### src/hdl/rcr_pkg.sv
// constants of the regulator control register bank
package rcr_pkg;

	// serial slave address: 0x30 write byte, 0x31 read byte
	localparam logic [6:0] SLAVE_ADDR = 7'h18;
	localparam logic [7:0] ADDR_WR_BYTE = 8'h30;
	localparam logic [7:0] ADDR_RD_BYTE = 8'h31;
	localparam logic [3:0] BYTE_BITS = 4'h8;

	// register offsets
	localparam logic [7:0] OFS_IDENTITY = 8'h00;
	localparam logic [7:0] OFS_STATUS = 8'h01;
	localparam logic [7:0] OFS_RAMP_CFG = 8'h02;
	localparam logic [7:0] OFS_OUT_CFG = 8'h03;
	localparam logic [7:0] OFS_VLOW = 8'h04;
	localparam logic [7:0] OFS_VHIGH = 8'h05;
	localparam logic [7:0] PTR_RESET = 8'h00;

	// values after reset
	localparam logic [7:0] RAMP_CFG_RST = 8'h0e;
	localparam logic [7:0] OUT_CFG_RST = 8'h70;
	localparam logic [7:0] VLOW_RST = 8'h38;
	localparam logic [7:0] VHIGH_RST = 8'h40;

	// writable bits; all others are reserved and read zero
	localparam logic [7:0] RAMP_CFG_WMASK = 8'h3f;
	localparam logic [7:0] OUT_CFG_WMASK = 8'h70;
	localparam logic [7:0] VOUT_WMASK = 8'h7f;

	// field positions
	localparam int RISE_SLEW_BIT = 5;
	localparam int FALL_SLEW_BIT = 4;
	localparam int OVP_TH_HI = 3;
	localparam int OVP_TH_LO = 2;
	localparam int DISCHARGE_BIT = 1;
	localparam int FPWM_BIT = 0;
	localparam int OUT_EN_BIT = 6;
	localparam int ENABLE_PIN_PULLDOWN_BIT = 5;
	localparam int PG_POL_BIT = 4;
	localparam int ID_VARIANT_LO = 3;
	localparam int STAT_TEMP_BIT = 3;

	// identity fields; values are arbitrary
	localparam logic [3:0] VARIANT_CODE = 4'h5;
	localparam logic [2:0] REVISION_CODE = 3'h5;

	// ramp rates in uV/us, threshold in percent, target in 0.1 mV units
	localparam logic [15:0] RISE_SLOW_UV_US = 16'h30d4;
	localparam logic [15:0] RISE_FAST_UV_US = 16'h61a8;
	localparam logic [15:0] FALL_SLOW_UV_US = 16'h0c35;
	localparam logic [15:0] FALL_FAST_UV_US = 16'h186a;
	localparam logic [7:0] OVP_PCT_OFF = 8'h00;
	localparam logic [7:0] OVP_PCT_110 = 8'h6e;
	localparam logic [7:0] OVP_PCT_115 = 8'h73;
	localparam logic [7:0] OVP_PCT_120 = 8'h78;
	localparam logic [15:0] VOUT_BASE_TMV = 16'h6590;
	localparam logic [15:0] VOUT_STEP_TMV = 16'h007d;

	typedef enum logic [3:0] {
		ST_IDLE = 4'b0000,
		ST_ADDR = 4'b0001,
		ST_ADDR_ACK = 4'b0010,
		ST_PTR = 4'b0011,
		ST_PTR_ACK = 4'b0100,
		ST_WDATA = 4'b0101,
		ST_WDATA_ACK = 4'b0110,
		ST_RDATA = 4'b0111,
		ST_RDATA_ACK = 4'b1000
	} rcr_state_e;

endpackage

### src/hdl/rcr_regs.sv
// regulator control register bank behind a serial slave port
// Functional notes
// - supply undervoltage returns every register to its default value.
// - respond at 7-bit address; byte 0x30 writes, 0x31 reads.
// - identity is read-only: variant in 6:3, revision in 2:0, bit 7 zero.
// - status bits 3:0: over-temperature, power-good, overvoltage, overcurrent.
// - ramp config bit 5 picks rising ramp 12.5 or 25 mV/us.
// - ramp config bit 4 picks falling ramp 3.125 or 6.25 mV/us.
// - bits 3:2 pick overvoltage limit: off, 110, 115, 120 percent.
// - ramp config bit 1 enables active output discharge.
// - ramp config bit 0 selects skip mode or forced PWM.
// - ramp config resets to 0x0e.
// - output config bit 6 enables the output; register resets to 0x70.
// - output config bit 5 connects the enable pin pulldown.
// - output config bit 4 sets power-good pin polarity, 1 active high.
// - select pin low uses the low-select voltage register at 0x04.
// - select pin high uses the high-select voltage register at 0x05.
// - voltage code maps to 2.6 V plus 12.5 mV per step.
// - low-select resets to 0x38, high-select to 0x40; bit 7 reserved.
// - every stop clears the register pointer to 0x00.
// - write carries pointer then data; data applies after its ack clock.
`timescale 1ns/100ps
`default_nettype none
module rcr_regs
	import rcr_pkg::*;
(
	input wire logic sys_clk,
	input wire logic sys_rst,
	input wire logic system_supply_low,
	input wire logic scl_in,
	input wire logic sda_in,
	output logic sda_out,
	output logic sda_oe,
	input wire logic over_temperature_flag,
	input wire logic output_good_flag,
	input wire logic overvoltage_flag,
	input wire logic overcurrent_flag,
	input wire logic voltage_select_pin,
	output logic rise_slew_select,
	output logic fall_slew_select,
	output logic [1:0] overvoltage_threshold,
	output logic active_discharge_enable,
	output logic forced_pwm_select,
	output logic output_enable_bit,
	output logic enable_pin_pulldown,
	output logic power_good_polarity,
	output logic power_good_pin,
	output logic [6:0] target_voltage_code,
	output logic [15:0] target_voltage_tmv,
	output logic [15:0] rise_rate_uv_us,
	output logic [15:0] fall_rate_uv_us,
	output logic [7:0] ovp_limit_pct
);

	// read value of a register offset
	function automatic logic [7:0] read_byte(
		input logic [7:0] ofs,
		input logic [7:0] ramp_cfg,
		input logic [7:0] out_cfg,
		input logic [7:0] vlow,
		input logic [7:0] vhigh,
		input logic [3:0] stat);
		logic [7:0] v;
		v = 8'h00;
		unique case (ofs)
			OFS_IDENTITY: v = {1'b0, VARIANT_CODE, REVISION_CODE};
			OFS_STATUS: v = {4'h0, stat};
			OFS_RAMP_CFG: v = ramp_cfg & RAMP_CFG_WMASK;
			OFS_OUT_CFG: v = out_cfg & OUT_CFG_WMASK;
			OFS_VLOW: v = vlow & VOUT_WMASK;
			OFS_VHIGH: v = vhigh & VOUT_WMASK;
			default: v = 8'h00;
		endcase
		return v;
	endfunction

	logic rst_all, scl_rise, scl_fall, start_seen, stop_seen, sda_bit;
	rcr_state_e state_r, state_nxt;
	logic [3:0] cnt_r, cnt_nxt, status_now;
	logic [7:0] shift_r, shift_nxt, ptr_r, ptr_nxt, rd_now;
	logic sda_oe_r, sda_oe_nxt, sda_out_r, pg_pin_r;
	logic [7:0] ramp_cfg_r, out_cfg_r, vlow_r, vhigh_r, ovp_pct_r, ovp_sel;
	logic [7:0] wr_ramp, wr_out, wr_vout;
	logic [6:0] code_r, code_sel;
	logic [15:0] tmv_r, rise_rate_r, fall_rate_r;
	logic [15:0] tmv_sel, rise_sel, fall_sel;
	logic byte_done, addr_match, commit_wr;

	// undervoltage of the system supply resets the whole bank
	assign rst_all = sys_rst | system_supply_low;
	rcr_line_watch u_watch
	(
		.sys_clk(sys_clk),
		.sys_rst(rst_all),
		.scl_in(scl_in),
		.sda_in(sda_in),
		.scl_rise(scl_rise),
		.scl_fall(scl_fall),
		.start_seen(start_seen),
		.stop_seen(stop_seen),
		.sda_bit(sda_bit)
	);
	assign status_now = {over_temperature_flag, output_good_flag,
		overvoltage_flag, overcurrent_flag};
	assign rd_now = read_byte(ptr_r, ramp_cfg_r, out_cfg_r, vlow_r, vhigh_r,
		status_now);
	assign byte_done = scl_fall & (cnt_r == BYTE_BITS);
	assign addr_match = (shift_r[7:1] == SLAVE_ADDR);
	// data lands on the falling clock that ends its acknowledge
	assign commit_wr = (state_r == ST_WDATA_ACK) & scl_fall &
		~start_seen & ~stop_seen;
	// reserved bits of written data are dropped
	assign wr_ramp = shift_r & RAMP_CFG_WMASK;
	assign wr_out = shift_r & OUT_CFG_WMASK;
	assign wr_vout = shift_r & VOUT_WMASK;
	// bus transaction sequencing
	always_comb
	begin
		state_nxt = state_r;
		cnt_nxt = cnt_r;
		shift_nxt = shift_r;
		ptr_nxt = ptr_r;
		sda_oe_nxt = sda_oe_r;
		if (stop_seen)
		begin
			state_nxt = ST_IDLE;
			ptr_nxt = PTR_RESET;
			sda_oe_nxt = 1'b0;
			cnt_nxt = 4'h0;
		end
		else if (start_seen)
		begin
			state_nxt = ST_ADDR;
			sda_oe_nxt = 1'b0;
			cnt_nxt = 4'h0;
		end
		else
		begin
			unique case (state_r)
				ST_IDLE: cnt_nxt = 4'h0;
				ST_ADDR, ST_PTR, ST_WDATA:
				begin
					if (scl_rise)
					begin
						shift_nxt = {shift_r[6:0], sda_bit};
						cnt_nxt = cnt_r + 4'h1;
					end
					else if (byte_done)
					begin
						cnt_nxt = 4'h0;
						sda_oe_nxt = 1'b1;
						if (state_r == ST_ADDR)
						begin
							// other addresses, master codes included, get no ack
							if (addr_match)
								state_nxt = ST_ADDR_ACK;
							else
							begin
								state_nxt = ST_IDLE;
								sda_oe_nxt = 1'b0;
							end
						end
						else if (state_r == ST_PTR)
							state_nxt = ST_PTR_ACK;
						else
							state_nxt = ST_WDATA_ACK;
					end
				end
				ST_ADDR_ACK:
				begin
					if (scl_fall)
					begin
						if (shift_r[0])
						begin
							// read: load addressed byte, drive its top bit
							state_nxt = ST_RDATA;
							shift_nxt = rd_now;
							ptr_nxt = ptr_r + 8'h01;
							sda_oe_nxt = ~rd_now[7];
						end
						else
						begin
							state_nxt = ST_PTR;
							sda_oe_nxt = 1'b0;
						end
					end
				end
				ST_PTR_ACK, ST_WDATA_ACK:
				begin
					if (scl_fall)
					begin
						ptr_nxt = (state_r == ST_PTR_ACK) ? shift_r :
							ptr_r + 8'h01;
						state_nxt = ST_WDATA;
						sda_oe_nxt = 1'b0;
					end
				end
				ST_RDATA:
				begin
					if (scl_rise)
						cnt_nxt = cnt_r + 4'h1;
					else if (byte_done)
					begin
						cnt_nxt = 4'h0;
						sda_oe_nxt = 1'b0;
						state_nxt = ST_RDATA_ACK;
					end
					else if (scl_fall)
					begin
						shift_nxt = {shift_r[6:0], 1'b0};
						sda_oe_nxt = ~shift_r[6];
					end
				end
				ST_RDATA_ACK:
				begin
					// master ack is sampled on the rising clock
					if (scl_rise)
						cnt_nxt = {3'h0, sda_bit};
					else if (scl_fall)
					begin
						cnt_nxt = 4'h0;
						if (cnt_r == 4'h0)
						begin
							state_nxt = ST_RDATA;
							shift_nxt = rd_now;
							ptr_nxt = ptr_r + 8'h01;
							sda_oe_nxt = ~rd_now[7];
						end
						else
							state_nxt = ST_IDLE;
					end
				end
			endcase
		end
	end

	always_ff @(posedge sys_clk)
	begin
		if (rst_all)
		begin
			state_r <= ST_IDLE;
			cnt_r <= 4'h0;
			shift_r <= 8'h00;
			ptr_r <= PTR_RESET;
			sda_oe_r <= 1'b0;
			sda_out_r <= 1'b0;
		end
		else
		begin
			state_r <= state_nxt;
			cnt_r <= cnt_nxt;
			shift_r <= shift_nxt;
			ptr_r <= ptr_nxt;
			sda_oe_r <= sda_oe_nxt;
			sda_out_r <= 1'b0;
		end
	end

	// register file; unmapped offsets swallow the data
	always_ff @(posedge sys_clk)
	begin
		if (rst_all)
		begin
			ramp_cfg_r <= RAMP_CFG_RST;
			out_cfg_r <= OUT_CFG_RST;
			vlow_r <= VLOW_RST;
			vhigh_r <= VHIGH_RST;
		end
		else if (commit_wr)
		begin
			if (ptr_r == OFS_RAMP_CFG)
				ramp_cfg_r <= wr_ramp;
			if (ptr_r == OFS_OUT_CFG)
				out_cfg_r <= wr_out;
			if (ptr_r == OFS_VLOW)
				vlow_r <= wr_vout;
			if (ptr_r == OFS_VHIGH)
				vhigh_r <= wr_vout;
		end
	end
	// regulator set points derived from the registers
	assign code_sel = voltage_select_pin ? vhigh_r[6:0] :
		vlow_r[6:0];
	assign tmv_sel = VOUT_BASE_TMV +
		16'(VOUT_STEP_TMV * {9'h000, code_sel});
	assign rise_sel = ramp_cfg_r[RISE_SLEW_BIT] ? RISE_FAST_UV_US :
		RISE_SLOW_UV_US;
	assign fall_sel = ramp_cfg_r[FALL_SLEW_BIT] ? FALL_FAST_UV_US :
		FALL_SLOW_UV_US;
	assign ovp_sel = (ramp_cfg_r[OVP_TH_HI:OVP_TH_LO] == 2'b00) ? OVP_PCT_OFF :
		(ramp_cfg_r[OVP_TH_HI:OVP_TH_LO] == 2'b01) ? OVP_PCT_110 :
		(ramp_cfg_r[OVP_TH_HI:OVP_TH_LO] == 2'b10) ? OVP_PCT_115 :
		OVP_PCT_120;
	always_ff @(posedge sys_clk)
	begin
		if (rst_all)
		begin
			code_r <= 7'h00;
			tmv_r <= 16'h0000;
			rise_rate_r <= 16'h0000;
			fall_rate_r <= 16'h0000;
			ovp_pct_r <= 8'h00;
			pg_pin_r <= 1'b0;
		end
		else
		begin
			code_r <= code_sel;
			tmv_r <= tmv_sel;
			rise_rate_r <= rise_sel;
			fall_rate_r <= fall_sel;
			ovp_pct_r <= ovp_sel;
			// active low pin shows good as a low level
			pg_pin_r <= output_good_flag ~^ out_cfg_r[PG_POL_BIT];
		end
	end

	assign sda_out = sda_out_r;
	assign sda_oe = sda_oe_r;
	assign rise_slew_select = ramp_cfg_r[RISE_SLEW_BIT];
	assign fall_slew_select = ramp_cfg_r[FALL_SLEW_BIT];
	assign overvoltage_threshold = ramp_cfg_r[OVP_TH_HI:OVP_TH_LO];
	assign active_discharge_enable = ramp_cfg_r[DISCHARGE_BIT];
	assign forced_pwm_select = ramp_cfg_r[FPWM_BIT];
	assign output_enable_bit = out_cfg_r[OUT_EN_BIT];
	assign enable_pin_pulldown = out_cfg_r[ENABLE_PIN_PULLDOWN_BIT];
	assign power_good_polarity = out_cfg_r[PG_POL_BIT];
	assign power_good_pin = pg_pin_r;
	assign target_voltage_code = code_r;
	assign target_voltage_tmv = tmv_r;
	assign rise_rate_uv_us = rise_rate_r;
	assign fall_rate_uv_us = fall_rate_r;
	assign ovp_limit_pct = ovp_pct_r;

endmodule
`default_nettype wire

### src/hdl/rcr_line_watch.sv
// serial line edge, start and stop detection
`timescale 1ns/100ps
`default_nettype none
module rcr_line_watch
(
	input wire logic sys_clk,
	input wire logic sys_rst,
	input wire logic scl_in,
	input wire logic sda_in,
	output logic scl_rise,
	output logic scl_fall,
	output logic start_seen,
	output logic stop_seen,
	output logic sda_bit
);

	logic scl_q_r;
	logic sda_q_r;

	always_ff @(posedge sys_clk)
	begin
		if (sys_rst)
		begin
			scl_q_r <= 1'b1;
			sda_q_r <= 1'b1;
		end
		else
		begin
			scl_q_r <= scl_in;
			sda_q_r <= sda_in;
		end
	end

	assign scl_rise = ~scl_q_r & scl_in;
	assign scl_fall = scl_q_r & ~scl_in;
	// data moving while the clock is high frames a transfer
	assign start_seen = scl_q_r & scl_in & sda_q_r & ~sda_in;
	assign stop_seen = scl_q_r & scl_in & ~sda_q_r & sda_in;
	assign sda_bit = sda_in;

endmodule
`default_nettype wire

### config.mk
export PLATFORM = sky130hd
export DESIGN_NAME = rcr_regs
export DESIGN_NICKNAME = d
export VERILOG_FILES = /design/src/hdl/rcr_pkg.sv /design/src/hdl/rcr_regs.sv /design/src/hdl/rcr_line_watch.sv
export SDC_FILE = /design/constraint.sdc
export NUM_CORES = 1
export LEC_CHECK = 0
export ABC_AREA = 1
export BUFFER_PORTS_ARGS = -buffer_cell sky130_fd_sc_hd__buf_2
export CELL_PAD_IN_SITES_DETAIL_PLACEMENT = 1
export CELL_PAD_IN_SITES_GLOBAL_PLACEMENT = 1
export CORE_MARGIN = 5
export CORE_UTILIZATION = 37
export CTS_CLUSTER_DIAMETER = 100
export DETAILED_ROUTE_END_ITERATION = 10
export GPL_TIMING_DRIVEN = 0
export PLACE_DENSITY_LB_ADDON = 0.1
export SETUP_SLACK_MARGIN = 0.02
export SYNTH_ARGS = -nofsm -noshare
export SYNTH_HDL_FRONTEND = slang
export SYNTH_SLANG_ARGS = --single-unit
### constraint.sdc
create_clock -name sys_clk -period 4.2 [get_ports sys_clk]
set_input_delay 0.42 -clock sys_clk [delete_from_list [all_inputs] [get_ports sys_clk]]
set_output_delay 0.42 -clock sys_clk [all_outputs]
set_load 0.005 [all_outputs]
==> results of run 1 <==
## logic make-up (layout without fill, tap and decap cells)
| kind of cell | count (synthesis) | in the layout | share of synthesized area |
|---|---|---|---|
| compound gates | 103 | 103 | 0.100 |
| xor+xnor | 4 | 4 | 0.00636 |
| fa+ha+maj | 60 | 60 | 0.158 |
| buf+inv | 149 | 242 | 0.124 |
| flops | 83 | 83 | 0.302 |
| other cells | 1 | 14 | 0.000681 |
| simple gates | 389 | 389 | 0.309 |
## flip-flops by register name, indices dropped and copies added, names as in the netlist, 6 cells and up
name and cells:
ovp_limit_pct 6, ptr_r 8, ramp_cfg_r 6, shift_r 8, target_voltage_code 7, target_voltage_tmv 14
vhigh_r 7, vlow_r 7
## worst paths after layout
check        cells after the start               start                     end
max reg2reg                     15           vlow_r[3]  target_voltage_tmv[15]
min reg2reg                      2          vhigh_r[3]              vhigh_r[3]
min                              3              scl_in         u_watch.scl_q_r
max                             19  voltage_select_pin  target_voltage_tmv[15]
## placed cells by master, fill, tap and decap left out, types with 4 or more instances in the layout
cell | synthesis | final
nand2_1 | 181 | 176
nor2_1 | 115 | 114
inv_1 | 100 | 97
dfxtp_1 | 83 | 83
buf_2 | 2 | 72
nand3_1 | 46 | 46
a21oi_1 | 47 | 44
ha_1 | 44 | 42
buf_4 | 32 | 39
o21ai_0 | 41 | 35
fa_1 | 16 | 15
nand4_1 | 14 | 14
conb_1 | 1 | 14
clkbuf_16 | 0 | 10
inv_2 | 7 | 8
o211ai_1 | 8 | 8
nand2_2 | 3 | 7
nor2_2 | 6 | 7
nor2_4 | 5 | 5
nor3_1 | 6 | 5
xor2_1 | 4 | 4
## stage by stage
stage / hold WS (ns) / setup WS (ns) / setup TNS (ns) / std cells / total power (W)
3_5_place_dp: 0.474 / -0.585 / -3.77 / 1056 / 0.00119
6_report: 0.326 / 0.234 / 0 / 1079 / 0.00214
5_1_grt: 0.348 / 0.0224 / 0 / 1079 / 0.00225
3_3_place_gp: 0.459 / -0.505 / -2.75 / 1056 / 0.00118
2_1_floorplan: 0.444 / 0.0380 / 0 / 802 / 0.00109
4_1_cts: 0.322 / 0.0275 / 0 / 1072 / 0.00213
## where the power goes
group	switching (W)	internal [W]	total, W
clock network	0.000348	0.000581	0.000929
logic	0.000238	0.000155	0.000392
registers	0.00000797	0.000809	0.000817
total	0.000593	0.00154	0.00214
## area by class of cell
class | count | area [um2] | area share
Clock buffer | 9 | 225 | 0.0338
Tap cell | 184 | 230 | 0.0345
Timing Repair Buffer | 78 | 428 | 0.0642
Sequential cell | 83 | 1660 | 0.249
Buffer | 41 | 288 | 0.0432
Clock inverter | 6 | 113 | 0.0169
Multi-Input combinational cell | 570 | 3310 | 0.496
Inverter | 108 | 414 | 0.0621
## routing by layer
metal | part of all wire | global-route usage | up-vias
li1 | - | - | 2674
met1 | 0.45 | 0.239 | 2543
met2 | 0.50 | 0.338 | 76
met3 | 0.032 | 0.0282 | 24
met4 | 0.019 | 0.0674 | 0
met5 | 0 | 0 | -
## repair_timing
item,CTS,global route
cloned,0,1
resized for setup,8,22
setup buffers,1,6
pin swaps,3,9
endpoints found under the setup margin,7,8
hold buffers,0,0
## critical path, cell delays in order
cell and delay, ns:
buf_2 0.17, clkbuf_16 0.18, o21ai_4 0.21, inv_4 0.08, fa_1 0.52, fa_1 0.37
inv_1 0.08, fa_1 0.44, fa_1 0.55, inv_1 0.05, ha_2 0.32, a21oi_2 0.20
o21ai_0 0.12, nand2_1 0.09, nand2_1 0.06, a21oi_2 0.18, nand2_1 0.07, nand2_1 0.06
nor2_1 0.04
==> impl_metrics.env, run 1 <==
export IMPL_status="finished clean"
export IMPL_grt_overflow=0
export IMPL_grt_pass1_wl_um=27600
export IMPL_finalCritPeriodShare=0.944
export IMPL_yosys_warnings=0
export IMPL_grt_pass1_vias=5509
export IMPL_slew_headroom=0.529
export IMPL_worstMarginPinSlew_ns=0.704
export IMPL_yosys_area_top_type_share=0.302
export IMPL_grt_start_max_net_pins=15
export IMPL_route_detailed_drc=0
export IMPL_fmax_ghz=0.252
export IMPL_synth_seq_cells=83
export IMPL_p_per_area_nw_per_um2=321
export IMPL_cts_tree="built"
export IMPL_async_flop_share=0
export IMPL_die_height_um=132
export IMPL_dpl_cell_area_um2=6150
export IMPL_synth_cell_types=39
export IMPL_drt_iter0_drc=209
export IMPL_fillCellCount=1905
export IMPL_hp_class="in -> reg"
export IMPL_wl_um=16700
export IMPL_fin_area_um2=6670
export IMPL_setup_viol=0
export IMPL_portBuffers=70
export IMPL_clockBufferDepth=2
export IMPL_peakVddDrop_mv=0.187
export IMPL_synth_area_um2=5510
export IMPL_antenna_found_initial=0
export IMPL_nets=961
export IMPL_cts_num_sinks=83
export IMPL_dieArea_um2=17400
export IMPL_place_congestion=0.881
export IMPL_rows=44
export IMPL_area_growth_pct=21.1
export IMPL_synthCells=789
export IMPL_diodes=0
export IMPL_track_usage=0.192
export IMPL_synth_top_cells_by_count="181 x nand2_1, 115 x nor2_1, 100 x inv_1"
export IMPL_min_period_ns=3.97
export IMPL_avgSynthCellArea_um2=6.98
export IMPL_vias_per_cell=4.93
export IMPL_cts_htree_levels=3
export IMPL_die_w_um=132
export IMPL_synth_edf_count=0
export IMPL_clkTransAtPathRegs_ns=0.06
export IMPL_leakage_nw=3.45
export IMPL_rsz0062_at_grt="false"
export IMPL_end_kind="register"
export IMPL_hold_viol_final=0
export IMPL_crit_fanout=5
export IMPL_start_util=0.377
export IMPL_crit_arrival_ns=4.21
export IMPL_slew_viol_final=0
export IMPL_dp_hpwl_um=13000
export IMPL_cap_violations=0
export IMPL_fin_worst_skew_ns=0.00650
export IMPL_synth_top_area_cell="dfxtp_1"
export IMPL_core_area_um2=14600
export IMPL_cts_buffers_inserted=9
export IMPL_vias=5317
export IMPL_critical_path_class="in -> reg"
export IMPL_wl_per_cell_um=15.4
export IMPL_drt_pre_antenna_iters=4
export IMPL_ys_top_cells_by_area="dfxtp_1 30%, nand2_1 12%, ha_1 10%"
export IMPL_synth_ff_type="dfxtp_1"
export IMPL_io_pins=85
export IMPL_yosysMostFrequentCell="nand2_1"
export IMPL_ant_nets=0
export IMPL_fin_util=0.457
export IMPL_yosysSeqAreaShare=0.302
export IMPL_clk_latency_ns=0.35
export IMPL_start_kind="input pin"
export IMPL_crit_required_ns=4.44
export IMPL_layout_drive_gt1_share=0.202
export IMPL_cts_root_buf="clkbuf_16"
export IMPL_rrSetupSlack_ns=0.27
No activity file was read; power rests on OpenSTA's default activity.
==> inputs of run 2 (changes only) <==
- BUFFER_PORTS_ARGS: -buffer_cell sky130_fd_sc_hd__buf_2 -> -buffer_cell sky130_fd_sc_hd__buf_4
- CORE_ASPECT_RATIO: default -> 1.4
- RECOVER_POWER: default -> 100
==> impl_metrics.env, run 2 (synthesis results as in run 1) <==
export IMPL_status="finished clean"
export IMPL_placed_cells=1061
export IMPL_min_to="u_watch.scl_q_r"
export IMPL_clk_latency_ns=0.35
export IMPL_cts_buffers_inserted=9
export IMPL_fin_util=0.458
export IMPL_fin_worst_skew_ns=0.00813
export IMPL_crit_fanout=10
export IMPL_route_detailed_drc=0
export IMPL_grt_start_max_net_pins=17
export IMPL_rows=52
export IMPL_grt_pass1_vias=5547
export IMPL_cts_htree_levels=3
export IMPL_track_usage=0.202
export IMPL_slew_headroom=0.427
export IMPL_io_pins=85
export IMPL_worstMarginPinSlew_ns=0.853
export IMPL_min_path_cells=3
export IMPL_grt_overflow=0
export IMPL_most_common_layout_cells="179 x nand2_1, 118 x nor2_1, 102 x inv_1, 82 x dfxtp_1, 59 x clkbuf_4"
export IMPL_crit_arrival_ns=4.27
export IMPL_drt_iter0_drc=293
export IMPL_r2r_cells=16
export IMPL_crit_path_frequent_cell="fa_1"
export IMPL_fin_cells=1080
export IMPL_diodes=0
export IMPL_drt_pre_antenna_iters=4
export IMPL_wl_um=17300
export IMPL_cap_violations=0
export IMPL_place_congestion=0.850
export IMPL_cts_root_buf="clkbuf_16"
export IMPL_slew_viol_final=0
export IMPL_critical_path_class="in -> reg"
export IMPL_hold_buffers=0
export IMPL_setup_viol=0
export IMPL_slowest_delay_ns=0.54
export IMPL_nets=956
export IMPL_cp_cell_sequence="buf_4, buf_8, o21ai_4, inv_4, fa_2, fa_1, inv_1, fa_1, fa_1, inv_1, ha_2, nand2_2, nor3_1, nor2_1, o21ai_2, nand2_1, nand2_1, nor2_1"
export IMPL_grt_pass1_wl_um=28100
export IMPL_peakVddDrop_mv=0.190
export IMPL_critPathBufInv=5
export IMPL_finalCritPeriodShare=0.958
export IMPL_worstHoldStart="scl_in"
export IMPL_dieArea_um2=17500
export IMPL_fmax_ghz=0.249
export IMPL_die_height_um=154
export IMPL_area_growth_pct=21.1
export IMPL_min_period_ns=4.02
export IMPL_reg2reg_from="vlow_r[3]"
export IMPL_die_w_um=113
export IMPL_p_per_area_nw_per_um2=309
export IMPL_antenna_found_initial=0
export IMPL_largest_reg_flops=14
export IMPL_hp_class="in -> reg"
export IMPL_end_kind="register"
export IMPL_cts_tree="built"
export IMPL_crit_required_ns=4.45
export IMPL_cp_slowest_cell="fa_1"
export IMPL_rr_endpoint="target_voltage_tmv[11]"
export IMPL_ant_nets=0
export IMPL_final_common_cell="nand2_1"
export IMPL_vias=5322
export IMPL_layout_drive_gt1_share=0.178
export IMPL_core_area_um2=14600
export IMPL_hold_viol_final=0
export IMPL_start_kind="input pin"
export IMPL_start_util=0.378
export IMPL_wl_per_cell_um=16.0
export IMPL_leakage_nw=3.38
export IMPL_rrSetupSlack_ns=0.18
export IMPL_clkTransAtPathRegs_ns=0.07
export IMPL_portBuffers=70
export IMPL_dp_hpwl_um=13700
export IMPL_vias_per_cell=4.93
export IMPL_cts_num_sinks=83
export IMPL_cpLargestDelayFamily="adder cells"
export IMPL_clockBufferDepth=2
## run 2: cell count changes in the layout (fill, tap and decap cells not counted), moves of 4 or more
cell      change
inv_2         -4
buf_2        -70
clkbuf_1      +6
inv_1         +5
nor2_1        +4
clkbuf_4     +59
## run 2: metrics by stage
| stage | setup WS [ns] | total power [W] | instance area, um2 | setup TNS [ns] | hold slack, ns |
|---|---|---|---|---|---|
| after floorplan | 0.0380 | 0.00109 | 5570 | 0 | 0.444 |
| after global placement | -0.525 | 0.00120 | 6330 | -3.01 | 0.458 |
| after detailed placement | -0.613 | 0.00121 | 6330 | -3.78 | 0.465 |
| after CTS | 0.0105 | 0.00207 | 6670 | 0 | 0.294 |
| after global routing | -0.0311 | 0.00217 | 6670 | -0.0577 | 0.306 |
| final | 0.176 | 0.00206 | 6670 | 0 | 0.304 |
## run 2: per-layer routing
| metal | wire length (um) | global-route usage | share of wire | vias up |
|---|---|---|---|---|
| met3 | 385 | 0.0195 | 0.022 | 24 |
| met5 | 0 | 0 | 0 | - |
| li1 | - | - | - | 2666 |
| met4 | 420 | 0.0767 | 0.024 | 0 |
| met1 | 6580 | 0.211 | 0.38 | 2553 |
| met2 | 9880 | 0.404 | 0.57 | 79 |
## run 2: worst min-delay path, delay by kind of cell
kind / cells / cell delay [ns]
AND/OR/NAND/NOR: 1 / 0.05
buffers and inverters: 2 / 0.15
## run 2: what timing repair did
action                                  4_1_cts  5_1_grt
resized for setup                             8       22
pin swaps                                     3        5
endpoints found under the setup margin        8        9
setup buffers                                 1        2
## run 2: layout make-up
class / instances / area [um2]
Timing Repair Buffer: 73 / 533
Inverter: 108 / 410
Tap cell: 189 / 236
Clock inverter: 7 / 83.8
Fill cell: 1924 / 7910
Clock buffer: 9 / 225
Multi-Input combinational cell: 570 / 3230
Sequential cell: 83 / 1660
Buffer: 41 / 288
## run 2: how the worst max path moves through the flow
| stage | endpoint | startpoint | slack (ns) | depth (start not counted) |
|---|---|---|---|---|
| floorplan | target_voltage_tmv[11] | voltage_select_pin | 0.04 | 18 |
| global placement | target_voltage_tmv[11] | voltage_select_pin | -0.52 | 19 |
| detailed placement | target_voltage_tmv[11] | voltage_select_pin | -0.61 | 19 |
| CTS | target_voltage_tmv[15] | voltage_select_pin | 0.01 | 18 |
| global route | target_voltage_tmv[11] | vhigh_r[3] | -0.03 | 18 |
| finish | target_voltage_tmv[11] | voltage_select_pin | 0.18 | 18 |
## run 2: power breakdown
group / internal, W / switching, W
clock: 0.000472 / 0.000377
combinational: 0.000158 / 0.000235
sequential: 0.000808 / 0.00000871
total: 0.00144 / 0.000621
